==> config.mk <==
export PLATFORM = sky130hd
export DESIGN_NAME = shift_capture
export DESIGN_NICKNAME = d
export VERILOG_FILES = /design/src/shift_capture_pkg.sv /design/src/shift_capture.sv
export SDC_FILE = /design/constraint.sdc
export NUM_CORES = 1
export LEC_CHECK = 0
export ABC_CLOCK_PERIOD_IN_PS = 2900
export BUFFER_PORTS_ARGS = -buffer_cell sky130_fd_sc_hd__buf_2
export CAP_MARGIN = 0
export CORE_MARGIN = 8
export CORE_UTILIZATION = 52
export CTS_CLUSTER_DIAMETER = 100
export CTS_CLUSTER_SIZE = 30
export DETAILED_ROUTE_END_ITERATION = 10
export GPL_TIMING_DRIVEN = 0
export PLACE_DENSITY = 0.81
export SYNTH_ARGS = -nofsm -noshare
export SYNTH_HDL_FRONTEND = slang
export SYNTH_SLANG_ARGS = --single-unit
==> constraint.sdc <==
create_clock -name clock_i -period 2.9 [get_ports clock_i]
set_input_delay 0.435 -clock clock_i [delete_from_list [all_inputs] [get_ports clock_i]]
set_output_delay 0.435 -clock clock_i [all_outputs]
set_load 0.01 [all_outputs]
==> src/shift_capture_pkg.sv <==
package shift_capture_pkg;

  // Register offsets on the plain port
  localparam logic [3:0] ctrl_offset        = 4'h0;
  localparam logic [3:0] write_reg_offset   = 4'h1;
  localparam logic [3:0] read_reg_offset    = 4'h2;
  localparam logic [3:0] in_data_offset     = 4'h3;
  localparam logic [3:0] out_data_offset    = 4'h4;
  localparam logic [3:0] queue_state_offset = 4'h5;
  localparam logic [3:0] irq_status_offset  = 4'h6;
  localparam logic [3:0] irq_enable_offset  = 4'h7;
  localparam logic [3:0] irq_clear_offset   = 4'h8;

  // Control register fields
  localparam int unsigned ctrl_enable_bit = 0;
  localparam logic [7:0]  ctrl_reset_val  = 8'h00;

  // Interrupt bit positions
  localparam int unsigned irq_load_bit  = 0;
  localparam int unsigned irq_store_bit = 1;
  localparam int unsigned irq_reset_bit = 2;
  localparam logic [2:0]  irq_reset_val = 3'h0;

  // Queue selector values
  localparam logic [1:0] input_queue_id  = 2'h0;
  localparam logic [1:0] output_queue_id = 2'h1;

  // Queue fill state codes
  typedef enum logic [1:0] {
    queue_state_full    = 2'b00,
    queue_state_partial = 2'b01,
    queue_state_empty   = 2'b10,
    queue_state_absent  = 2'b11
  } queue_state_t;

  // Field positions in the queue state register
  localparam int unsigned state_in_lsb  = 0;
  localparam int unsigned state_out_lsb = 2;

  // Enable start-up latency in component clocks
  localparam int unsigned enable_latency_cycles = 1;

  typedef struct packed {
    logic       wr;
    logic       rd;
    logic [3:0] addr;
    logic [31:0] wdata;
  } reg_req_t;

  typedef struct packed {
    logic shift_in;
    logic load;
    logic store;
    logic clear;
  } serial_in_t;

endpackage

==> src/shift_capture.sv <==
`timescale 1ns/1ps
module shift_capture #(
  parameter int unsigned register_length_bits    = 8,
  parameter bit          input_queue_present     = 1'b1,
  parameter int unsigned input_queue_depth_words = 4,
  parameter int unsigned output_queue_depth_words = 4,
  parameter bit          shift_direction_select  = 1'b0
) (
  // Clock and reset
  input  wire logic                    clock_i,
  input  wire logic                    rstn_i,
  input  wire logic                    clk_en_i,
  // Register port
  input  wire shift_capture_pkg::reg_req_t   req_i,
  output logic [31:0]                  rdata_o,
  // Serial side
  input  wire shift_capture_pkg::serial_in_t ser_i,
  output logic                         shift_out_o,
  // Interrupt
  output logic                         irq_o
);

  localparam int unsigned W  = register_length_bits;
  localparam int unsigned ID = input_queue_depth_words;
  localparam int unsigned OD = output_queue_depth_words;
  localparam int unsigned IA = (ID > 1) ? $clog2(ID) : 1;
  localparam int unsigned OA = (OD > 1) ? $clog2(OD) : 1;

  function automatic shift_capture_pkg::queue_state_t fill_state(
    input int unsigned count,
    input int unsigned depth
  );
    if (count == 0)
      return shift_capture_pkg::queue_state_empty;
    else if (count >= depth)
      return shift_capture_pkg::queue_state_full;
    else
      return shift_capture_pkg::queue_state_partial;
  endfunction

  function automatic logic [W-1:0] pad_word(input logic [31:0] v);
    return v[W-1:0];
  endfunction

  logic [W-1:0]  shreg_q;
  logic          enable_q;
  logic          running_q;
  logic          store_prev_q;
  logic [2:0]    irq_status_q;
  logic [2:0]    irq_enable_q;
  logic [2:0]    irq_clear;
  logic [31:0]   rdata_q;

  // Output queue storage
  logic [W-1:0]  oq_mem [OD];
  logic [OA-1:0] oq_wp_q;
  logic [OA-1:0] oq_rp_q;
  logic [OA:0]   oq_cnt_q;

  // Input queue storage
  logic [W-1:0]  iq_mem [ID];
  logic [IA-1:0] iq_wp_q;
  logic [IA-1:0] iq_rp_q;
  logic [IA:0]   iq_cnt_q;

  logic wr_ctrl;
  logic wr_reg;
  logic wr_in;
  logic rd_out;
  logic store_edge;
  logic do_store;
  logic do_load;
  logic do_clear;
  logic iq_push;
  logic oq_pop;
  shift_capture_pkg::queue_state_t iq_state;
  shift_capture_pkg::queue_state_t oq_state;

  assign wr_ctrl = req_i.wr && req_i.addr == shift_capture_pkg::ctrl_offset;
  assign wr_reg  = req_i.wr && req_i.addr == shift_capture_pkg::write_reg_offset;
  assign wr_in   = req_i.wr && req_i.addr == shift_capture_pkg::in_data_offset;
  assign rd_out  = req_i.rd && req_i.addr == shift_capture_pkg::out_data_offset;
  assign irq_clear = (req_i.wr && req_i.addr == shift_capture_pkg::irq_clear_offset)
                     ? req_i.wdata[2:0] : 3'h0;

  assign store_edge = ser_i.store && !store_prev_q;
  assign do_store   = running_q && store_edge && oq_cnt_q < (OA+1)'(OD);
  assign do_clear   = running_q && ser_i.clear;
  assign do_load    = running_q && ser_i.load && !ser_i.clear
                      && iq_cnt_q != '0;
  assign iq_push    = clk_en_i && wr_in && iq_cnt_q < (IA+1)'(ID);
  assign oq_pop     = clk_en_i && rd_out && oq_cnt_q != '0;

  assign iq_state = input_queue_present ? fill_state(int'(iq_cnt_q), ID)
                                        : shift_capture_pkg::queue_state_absent;
  assign oq_state = fill_state(int'(oq_cnt_q), OD);

  // Enable and one-clock start-up
  always_ff @(posedge clock_i or negedge rstn_i)
  begin
    if (!rstn_i)
    begin
      enable_q  <= shift_capture_pkg::ctrl_reset_val[shift_capture_pkg::ctrl_enable_bit];
      running_q <= 1'b0;
    end
    else if (clk_en_i)
    begin
      if (wr_ctrl)
        enable_q <= req_i.wdata[shift_capture_pkg::ctrl_enable_bit];
      running_q <= enable_q;
    end
  end

  // Shift register
  always_ff @(posedge clock_i or negedge rstn_i)
  begin
    if (!rstn_i)
      shreg_q <= '0;
    else if (clk_en_i)
    begin
      if (do_clear)
        shreg_q <= '0;
      else if (do_load)
        shreg_q <= iq_mem[iq_rp_q];
      else if (wr_reg && !running_q)
        shreg_q <= pad_word(req_i.wdata);
      else if (running_q)
      begin
        if (shift_direction_select)
          shreg_q <= {ser_i.shift_in, shreg_q[W-1:1]};
        else
          shreg_q <= {shreg_q[W-2:0], ser_i.shift_in};
      end
    end
  end

  assign shift_out_o = shift_direction_select ? shreg_q[0] : shreg_q[W-1];

  // Store edge detector
  always_ff @(posedge clock_i or negedge rstn_i)
  begin
    if (!rstn_i)
      store_prev_q <= 1'b0;
    else if (clk_en_i)
      store_prev_q <= ser_i.store;
  end

  // Input queue
  always_ff @(posedge clock_i or negedge rstn_i)
  begin
    if (!rstn_i)
    begin
      iq_wp_q  <= '0;
      iq_rp_q  <= '0;
      iq_cnt_q <= '0;
    end
    else if (clk_en_i && input_queue_present)
    begin
      if (iq_push)
      begin
        iq_mem[iq_wp_q] <= pad_word(req_i.wdata);
        iq_wp_q <= (iq_wp_q == IA'(ID-1)) ? '0 : iq_wp_q + 1'b1;
      end
      if (do_load)
        iq_rp_q <= (iq_rp_q == IA'(ID-1)) ? '0 : iq_rp_q + 1'b1;
      iq_cnt_q <= iq_cnt_q + (IA+1)'(iq_push) - (IA+1)'(do_load);
    end
  end

  // Output queue
  always_ff @(posedge clock_i or negedge rstn_i)
  begin
    if (!rstn_i)
    begin
      oq_wp_q  <= '0;
      oq_rp_q  <= '0;
      oq_cnt_q <= '0;
    end
    else if (clk_en_i)
    begin
      if (do_store)
      begin
        oq_mem[oq_wp_q] <= shreg_q;
        oq_wp_q <= (oq_wp_q == OA'(OD-1)) ? '0 : oq_wp_q + 1'b1;
      end
      if (oq_pop)
        oq_rp_q <= (oq_rp_q == OA'(OD-1)) ? '0 : oq_rp_q + 1'b1;
      oq_cnt_q <= oq_cnt_q + (OA+1)'(do_store) - (OA+1)'(oq_pop);
    end
  end

  // Interrupt status, set wins over clear
  always_ff @(posedge clock_i or negedge rstn_i)
  begin
    if (!rstn_i)
    begin
      irq_status_q <= shift_capture_pkg::irq_reset_val;
      irq_enable_q <= shift_capture_pkg::irq_reset_val;
    end
    else if (clk_en_i)
    begin
      if (req_i.wr && req_i.addr == shift_capture_pkg::irq_enable_offset)
        irq_enable_q <= req_i.wdata[2:0];
      irq_status_q <= (irq_status_q & ~irq_clear) | {do_clear, do_store, do_load};
    end
  end

  assign irq_o = |(irq_status_q & irq_enable_q);

  // Read data, one cycle after the strobe
  always_ff @(posedge clock_i or negedge rstn_i)
  begin
    if (!rstn_i)
      rdata_q <= 32'h0;
    else if (clk_en_i)
    begin
      rdata_q <= 32'h0;
      if (req_i.rd)
      begin
        unique case (req_i.addr)
          shift_capture_pkg::ctrl_offset:
            rdata_q <= {31'h0, enable_q};
          shift_capture_pkg::read_reg_offset:
            rdata_q <= 32'(shreg_q);
          shift_capture_pkg::out_data_offset:
            rdata_q <= (oq_cnt_q != '0) ? 32'(oq_mem[oq_rp_q]) : 32'h0;
          shift_capture_pkg::queue_state_offset:
            rdata_q <= {28'h0, oq_state, iq_state};
          shift_capture_pkg::irq_status_offset:
            rdata_q <= {29'h0, irq_status_q};
          shift_capture_pkg::irq_enable_offset:
            rdata_q <= {29'h0, irq_enable_q};
          default:
            rdata_q <= 32'h0;
        endcase
      end
    end
  end

  assign rdata_o = rdata_q;

  a_store_push: assert property (@(posedge clock_i) disable iff (!rstn_i)
    clk_en_i && do_store && !oq_pop |=> oq_cnt_q == $past(oq_cnt_q) + 1'b1)
    else $error("store edge did not push a word");

  a_full_ignore: assert property (@(posedge clock_i) disable iff (!rstn_i)
    clk_en_i && oq_state == shift_capture_pkg::queue_state_full && store_edge && !oq_pop
    |=> oq_cnt_q == $past(oq_cnt_q))
    else $error("store accepted while output queue full");

  a_clear_wins: assert property (@(posedge clock_i) disable iff (!rstn_i)
    clk_en_i && running_q && ser_i.clear && ser_i.load |=> shreg_q == '0)
    else $error("clear did not win over load");

  a_load_word: assert property (@(posedge clock_i) disable iff (!rstn_i)
    clk_en_i && do_load |=> shreg_q == $past(iq_mem[iq_rp_q]))
    else $error("load did not move queue word");

  a_start_delay: assert property (@(posedge clock_i) disable iff (!rstn_i)
    clk_en_i && $rose(enable_q) |-> !running_q)
    else $error("operation started without one clock delay");

  a_absent_state: assert property (@(posedge clock_i) disable iff (!rstn_i)
    !input_queue_present |-> iq_state == shift_capture_pkg::queue_state_absent)
    else $error("absent input queue not reported");

  a_empty_state: assert property (@(posedge clock_i) disable iff (!rstn_i)
    (oq_cnt_q == '0) == (oq_state == shift_capture_pkg::queue_state_empty))
    else $error("output queue state mismatch");

  a_shift_out: assert property (@(posedge clock_i) disable iff (!rstn_i)
    clk_en_i && running_q && !do_clear && !do_load && !wr_reg
    |=> shift_out_o == (shift_direction_select ? $past(shreg_q[1]) : $past(shreg_q[W-2])))
    else $error("serial output bit wrong after shift");

  a_read_oldest: assert property (@(posedge clock_i) disable iff (!rstn_i)
    oq_pop |=> rdata_q == 32'($past(oq_mem[oq_rp_q])))
    else $error("output queue read not oldest word");

  a_full_state: assert property (@(posedge clock_i) disable iff (!rstn_i)
    (oq_cnt_q == (OA+1)'(OD)) == (oq_state == shift_capture_pkg::queue_state_full))
    else $error("output queue full state mismatch");

  a_freeze_state: assert property (@(posedge clock_i) disable iff (!rstn_i)
    !clk_en_i |=> $stable(shreg_q) && $stable(oq_cnt_q) && $stable(iq_cnt_q) && $stable(enable_q))
    else $error("state moved while clock enable low");

endmodule

* Yosys cells after proc, flatten, opt, wreduce, memory -nomap -nowiden *
Memory sizes are Yosys's and may differ from the RTL's.
Cells that the tools add are included.

word-level totals
  logic and storage cells = 102
  input bits = 45
  memory bits (writable) = 64
  register bits = 63
  output and inout port bits = 34
  memories kept = 2

memories
  name    depth  bits a word  read ports  clocked after memory_dff  write ports  line                 RTL
  iq_mem  4      8            1           0                         1            shift_capture.sv:61  logic [W-1:0] iq_mem [ID];
  oq_mem  4      8            1           0                         1            shift_capture.sv:55  logic [W-1:0] oq_mem [OD];

cells by class
  $add $sub $neg = 8
  equality and inequality tests = 12
  mux-type cells = 22
  bitwise gates (word level) = 4
  reduce and logical (&&, ||, !) cells = 37
  $lt $le $gt $ge = 4

operators by type and width
  kind                 count
  $mux 8               6
  $pmux 8 s6           1
  $logic_and 1x1->1    20
  $eq 4x3->1 const B   4
  $reduce_and 2->1     7
  $mux 2               6
  $add 2x1->2 const B  4
  $eq 2x2->1 const B   4
  $eq 4x2->1 const B   2
  $mux 1               8
  $add 3x1->3          2
  $and 3x3->3          2
  $ge 3x3->1 const B   2
  $logic_not 3->1      2
  $lt 3x3->1 const B   2
  $reduce_bool 3->1    2
  $sub 3x1->3          2
  $eq 4x1->1 const B   1
  $eq 4x4->1 const B   1
  $logic_not 4->1      1
  $reduce_bool 4->1    1
  $logic_not 1->1      3
  $mux 3               1
  $not 3->3            1
  other kinds (2)      2

* Depth between registers and ports, before layout *
Gate-level depths: netlist of run 1.

  depth in word-level cells = 8
  depth in mapped cells = 12

* Worst setup path before layout of run 1 *
No wires, ideal clock.

  kind = input to register
  start point = input port req_i[35] (netlist bit)
  end point = register oq_cnt_q[2]
  data arrival time = 2,300 ps
  library setup time = 123 ps
  setup slack = 477 ps
  data required time = 2,777 ps
  stages = 10
  path buffers = 0
  path through = nor4b_4 nor3b_4 ha_1 inv_1 ha_1 inv_1 fa_1 xor2_1 nand2_1 xnor2_1

between the ends
  cells in the longest elaborated chain, start to end = 5

RTL lines
  item                            line                  RTL
  start: declaration              shift_capture.sv:14   input wire shift_capture_pkg::reg_req_t req_i,
  $eq 4x3->1                      shift_capture.sv:82   assign rd_out = req_i.rd && req_i.addr == shift_capture_pkg::out_data_offset;
  $logic_and 1x1->1               shift_capture.sv:82
  $logic_and 1x1->1 (2 in a row)  shift_capture.sv:92   assign oq_pop = clk_en_i && rd_out && oq_cnt_q != '0;
  $sub 3x1->3                     shift_capture.sv:188  oq_cnt_q <= oq_cnt_q + (OA+1)'(do_store) - (OA+1)'(oq_pop);
  end signal: assignment          shift_capture.sv:188
  end: declaration                shift_capture.sv:58   logic [OA:0] oq_cnt_q;

Every way passes these cells.
A chain may end at the register's enable or synchronous reset.

* Final worst setup path of run 1 *
  start point = register running_q
  end point = register iq_cnt_q[2]

between the ends
  cells in the longest elaborated chain, start to end = 4

RTL lines
  item                            line                  RTL
  start: declaration              shift_capture.sv:47   logic running_q;
  start signal: assignment        shift_capture.sv:110  running_q <= enable_q;
  $logic_and 1x1->1 (2 in a row)  shift_capture.sv:89   assign do_load = running_q && ser_i.load && !ser_i.clear
  $logic_and 1x1->1               shift_capture.sv:90   && iq_cnt_q != '0;
  $sub 3x1->3                     shift_capture.sv:166  iq_cnt_q <= iq_cnt_q + (IA+1)'(iq_push) - (IA+1)'(do_load);
  end signal: assignment          shift_capture.sv:166
  end: declaration                shift_capture.sv:64   logic [IA:0] iq_cnt_q;

Every way passes these cells.

==> results.yml, run 1 <==
global_routing:
  grt_pass1_wl_um: 15200
  grt_max_degree: 48
  grt_pass1_vias: 2986
  track_usage_pct: 15.2
  antenna_found_initial: 0
  grt-ovfl-total: 0
sta:
  slew_violations: 0
  clock_skew_ns: 0.0176
  grt_setup_unrepaired: "no"
  period_minus_slack_ns: 2.62
  period_share_pct: 90.3
  hold_violations: 0
  slew-limit-headroom_pct: 35.3
  fin_setup_tns_ns: 0
  tightest_slew_ns: 0.971
  setup_viol: 0
  fmax_mhz: 382
synthesis:
  ys_seq_elements: 103
  synth.most_common_cell: "edfxtp_1"
  synthTopCellsByCount: "edfxtp_1 (64), dfrtp_1 (39), buf_4 (25), inv_1 (16), mux4_2 (16)"
  yosysTopAreaCell: "edfxtp_1"
  yosysSeqAreaShare_pct: 60.3
  synth_edf_count: 64
  async_flop_share_pct: 37.9
  synth_top_area_share_pct: 40.0
  syn_avg_cell_area_um2: 14.7
  postSynthCellCount: 326
  yosys_warnings: 0
  synth_flop_cell: "edfxtp_1"
  synthDistinctLibCells: 50
  netlist_top_cells_area: "edfxtp_1 (40%), dfrtp_1 (20%), mux4_2 (7.5%)"
  syn-cell-area_um2: 4800
final_layout:
  nNetsFinal: 451
  drive_gt1_share_pct: 28.9
  multi_input_area_um2: 1690
  num_antenna_cells: 0
  fillerInstances: 715
  area_growth_pct: 11.7
  regArea_um2: 2900
power_and_ir_drop:
  clockPowerShare_pct: 22.5
  switching_share_pct: 30.7
  leakage_nw: 2.22
  p_int_mw: 2.60
  peakVddDrop_mv: 0.404
  finalPower_mw: 3.75
  p_seq_share_pct: 54.6
  power_switching_mw: 1.15
  powerDensity_nw_per_um2: 699
  combPwrFrac_pct: 22.9
clock_tree:
  cts.sinks: 103
  cts_hold_buffers: 0
  cts_buffers: 9
  cts-root-buf: "clkbuf_8"
  cts_resized: 0
  clk_pin_slew_worst_paths_ns: 0.10
  cts_tree: "done"
  clock_latency_ns: 0.36
  cts_setup_buffers: 0
  cts.path.max_buffers: 2
  htreeDepth: 3
critical_path:
  startpoint_type: "flop"
  crit_required_ns: 3.14
  worstSetupEndpointType: "flop"
  r2r_slack_ns: 0.28
  worst-r2r-cell-count: 11
  arrival_ns: 2.86
  r2r-start: "running_q"
  reg2reg_to: "iq_cnt_q[2]"
  cp_max_fo: 10
  crit_type: "reg -> reg"
drt:
  drtIter0Drc: 122
  drt-total-wl_um: 9030
  wl_per_cell_um: 17.8
  ant_nets: 0
  firstDrtPassIters: 5
  drc_errors: 0
  vias_per_cell: 5.50
  vias: 2784
floorplan:
  ios: 79
  start_util_pct: 52.7
  std_cell_rows: 35
  die_w_um: 112
  coreArea_um2: 9110
  die_h_um: 112
  die-area_um2: 12600
placed_design:
  gp_congestion: 0.856
  hpwl_um: 6680
  numPortBuffers: 30
hold_path:
  hp-class: "in -> async"
run_status:
  status: "complete, no violations"
flow_run:
  drv_cap: 0
-- power groups by stage --
stage | registers (mW) | logic, mW | clock network [mW]
global placement | 2.05 | 0.825 | 0
finish | 2.05 | 0.859 | 0.846
detailed placement | 2.08 | 0.869 | 0
floorplan | 2.00 | 0.677 | 0
global route | 2.08 | 0.969 | 0.935
CTS | 2.05 | 0.872 | 0.870
-- placed cells by master (no fill, tap or decap), types with 3 or more instances in the layout --
cell type,synthesis,final
edfxtp_1,64,64
dfrtp_1,39,39
buf_2,6,36
buf_4,25,25
conb_1,1,24
inv_1,16,16
mux4_2,16,16
nand2_1,15,15
ha_1,14,14
mux2_2,13,13
nor2_1,11,11
mux2i_1,11,11
clkbuf_8,0,10
a32oi_1,9,9
nand3_1,8,8
and3_1,8,8
o21ai_1,8,8
o21ai_0,7,7
clkbuf_1,4,4
a22oi_1,4,4
a21oi_1,4,4
nor3_1,3,3
-- area by class of cell --
type / instances / area share (%)
repair buffers: 30 / 2.80
clock inverters: 6 / 0.910
flip-flops and latches: 103 / 54.0
multi-input cells: 193 / 31.5
well taps: 111 / 2.59
plain buffers: 37 / 4.48
inverters: 16 / 1.12
clock buffers: 10 / 2.57
-- worst max-delay path by stage --
stage / start / end
after floorplan: req_i[35] / oq_cnt_q[2]
after global placement: req_i[35] / oq_cnt_q[2]
after detailed placement: req_i[35] / oq_cnt_q[2]
after CTS: iq_cnt_q[1] / iq_cnt_q[2]
after global routing: iq_cnt_q[1] / iq_cnt_q[2]
final: running_q / iq_cnt_q[2]
-- logic make-up after synthesis --
kind of cell / count (synthesis) / share of synthesized area, %
buf+inv: 53 / 6.25
other cells: 1 / 0.0781
mux: 42 / 13.5
xor+xnor: 4 / 0.729
flops: 103 / 60.3
simple gates: 65 / 8.44
fa+ha+maj: 16 / 4.48
compound gates: 42 / 6.23
-- metal layers --
layer  track usage, %  wire (um)  vias to the layer above
met5                0          0                        -
met4             4.23        107                        0
met3             4.72        542                        8
met2             26.2       4640                       77
met1             17.9       3740                     1388
li1                 -          -                     1311
-- state kept, by name (all words and copies together) (netlist names), 3 cells and up --
register,count
shreg_q,8
oq_cnt_q,3
iq_cnt_q,3
rdata_o,8
irq_status_q,3
iq_mem,32
oq_mem,32
irq_enable_q,3
-- metrics by stage --
step                utilization [%]  hold WS [ns]  instances  worst slack [ns]  instance area [um2]
CTS                            58.9         0.256        506             0.293                 5370
floorplan                         -         0.139        349             0.477                 4890
global placement               56.9         0.484        490           0.00966                 5180
detailed placement             56.9         0.496        490            0.0331                 5180
finish                         58.9         0.231        506             0.281                 5370
global route                   58.9         0.291        506           0.00438                 5370
-- worst max-delay path, cell delays in order (launching register included) --
cell and delay (ns):
dfrtp_1 0.48, nand2b_1 0.13, nor3b_1 0.39, buf_2 0.30
ha_1 0.26, inv_1 0.06, ha_1 0.13, inv_1 0.05
fa_1 0.37, xor2_1 0.13, nand2_1 0.08, xnor2_1 0.15
Power figures use the tool's default switching activity.
==> run 2: changes to the inputs <==
Settings changed: ABC_CLOCK_PERIOD_IN_PS 2900 to 2570.
Clock period 2.9 ns to 2.57 ns, I/O delays scaled along.
==> run 2 against run 1 <==
  * Sequential power rose by 13%
  * Clock power up 13%
  * Worst hold slack worse by 0.053 ns
  * Sequential share of layout area decreased by 0.30 points
  * First-iteration DRC count rose by 16%
  * Worst setup slack worse by 0.082 ns
  * Final cell count rose by 0.20%
  * Combinational power up 15%
  * Clock-buffer cell count unchanged
  * Critical path depth is 1 lower
  * Non-clock buffer count grew 1
  * Global-route usage stayed put
  * Largest cell class unchanged
==> results.yml, run 2 (synthesis results as in run 1) <==
clock_tree:
  cts-root-buf: "clkbuf_8"
  cts.sinks: 103
  clock_latency_ns: 0.36
  cts_tree: "done"
  cts_buffers: 9
  clk_pin_slew_worst_paths_ns: 0.10
  htreeDepth: 3
  cts.path.max_buffers: 2
final_layout:
  fillerInstances: 706
  nNetsFinal: 452
  area_growth_pct: 12.4
  reg.largest.list: "iq_mem (32), oq_mem (32)"
  regArea_um2: 2900
  layout_common_cells: "edfxtp_1 (64), dfrtp_1 (37), buf_2 (35)"
  multi_input_area_um2: 1710
  final_util_pct: 59.3
  drive_gt1_share_pct: 30.1
  final_common_cell: "edfxtp_1"
  num_antenna_cells: 0
placed_design:
  hpwl_um: 6680
  gp_congestion: 0.856
  numPortBuffers: 30
power_and_ir_drop:
  finalPower_mw: 4.26
  peakVddDrop_mv: 0.457
  leakage_nw: 2.23
  powerDensity_nw_per_um2: 790
sta:
  fmax_mhz: 422
  slew_violations: 0
  period_share_pct: 92.3
  tightest_slew_ns: 0.967
  period_minus_slack_ns: 2.37
  hold_violations: 0
  clock_skew_ns: 0.0162
  setup_viol: 0
  slew-limit-headroom_pct: 35.6
floorplan:
  die_w_um: 112
  coreArea_um2: 9110
  ios: 79
  std_cell_rows: 35
  die_h_um: 112
  start_util_pct: 52.7
  die-area_um2: 12600
global_routing:
  grt_pass1_wl_um: 15200
  grt_max_degree: 48
  grt_pass1_vias: 2986
  antenna_found_initial: 0
  grt-ovfl-total: 0
  track_usage_pct: 15.2
drt:
  wl_per_cell_um: 17.9
  vias_per_cell: 5.51
  drtIter0Drc: 141
  vias: 2795
  ant_nets: 0
  firstDrtPassIters: 5
  drc_errors: 0
  drt-total-wl_um: 9060
critical_path:
  worst-r2r-cell-count: 10
  crit_type: "reg -> reg"
  cp_cell_sequence: "nor3_1 > nor3b_4 > ha_1 > inv_1 > ha_1 > inv_1 > fa_1 > xor2_1 > nand2_1 > xnor2_1"
  r2r_slack_ns: 0.20
  slowest_delay_ns: 0.46
  cp_max_fo: 5
  startpoint_type: "flop"
  crit_required_ns: 2.81
  reg2reg_to: "oq_cnt_q[2]"
  slowest_stage: "dfrtp_1"
  arrival_ns: 2.61
  r2r-start: "oq_cnt_q[1]"
  worstSetupEndpointType: "flop"
hold_path:
  hp-class: "in -> async"
run_status:
  status: "complete, no violations"
flow_run:
  drv_cap: 0
## run 2: cell types whose count changed in the layout (fill, tap and decap cells not counted), sizes merged
cell	change
buf	+1
## run 2: layout make-up
class,count,area share [%]
tap,111,2.57
inverter,16,1.11
timing repair buffer,31,2.92
clock buffer,10,2.55
multi-input combinational,193,31.7
sequential,103,53.7
clock inverter,6,0.904
buffer,37,4.49
## run 2: worst max path at each step
stage | slack [ns] | startpoint | end
2_1_floorplan | 0.20 | req_i[35] | oq_cnt_q[2]
3_3_place_gp | -0.27 | req_i[35] | oq_cnt_q[2]
3_5_place_dp | -0.25 | req_i[35] | oq_cnt_q[2]
4_1_cts | 0.03 | oq_cnt_q[1] | oq_cnt_q[2]
5_1_grt | -0.002 | running_q | iq_cnt_q[2]
6_report | 0.20 | oq_cnt_q[1] | oq_cnt_q[2]
## run 2: worst max-delay path, delay by kind of cell, from the launching register on
kind | cells | cell delay (ns)
adder cells (fa/ha/maj) | 3 | 0.80
AND/OR/NAND/NOR | 3 | 0.61
buffers and inverters | 2 | 0.11
XOR/XNOR | 2 | 0.29
flip-flops | 1 | 0.46
## run 2: power by group
group          internal, mW  leakage [nW]  switching (mW)
logic                 0.516          1.07           0.469
registers              2.04          1.08           0.287
clock network         0.391        0.0912           0.564
## run 2: repair_timing
item | in CTS | in global routing
gates resized for setup | 1 | 7
hold buffers | 0 | 0
endpoints found under the setup margin | 1 | 2
pin swaps | 0 | 2
gates cloned | 0 | 0
buffers inserted | 0 | 1
## run 2: metrics by stage
step                      cells  TNS (ns)  instance area, um2  hold WS (ns)  setup slack, ns
after floorplan             349         0                4890        0.0899            0.197
after global placement      490    -0.453                5180         0.484           -0.271
after detailed placement    490    -0.511                5180         0.496           -0.247
after CTS                   506         0                5370         0.206           0.0266
after global routing        507  -0.00234                5400         0.242         -0.00234
final                       507         0                5400         0.178            0.199
## run 2: routing by layer
layer | vias up | global-route usage, % | wire, um | share of wire (%)
li1 | 1316 | - | - | -
met5 | - | 0 | 0 | 0
met1 | 1398 | 17.9 | 3690 | 41
met3 | 8 | 4.72 | 545 | 6.0
met4 | 0 | 4.23 | 108 | 1.2
met2 | 73 | 26.2 | 4720 | 52
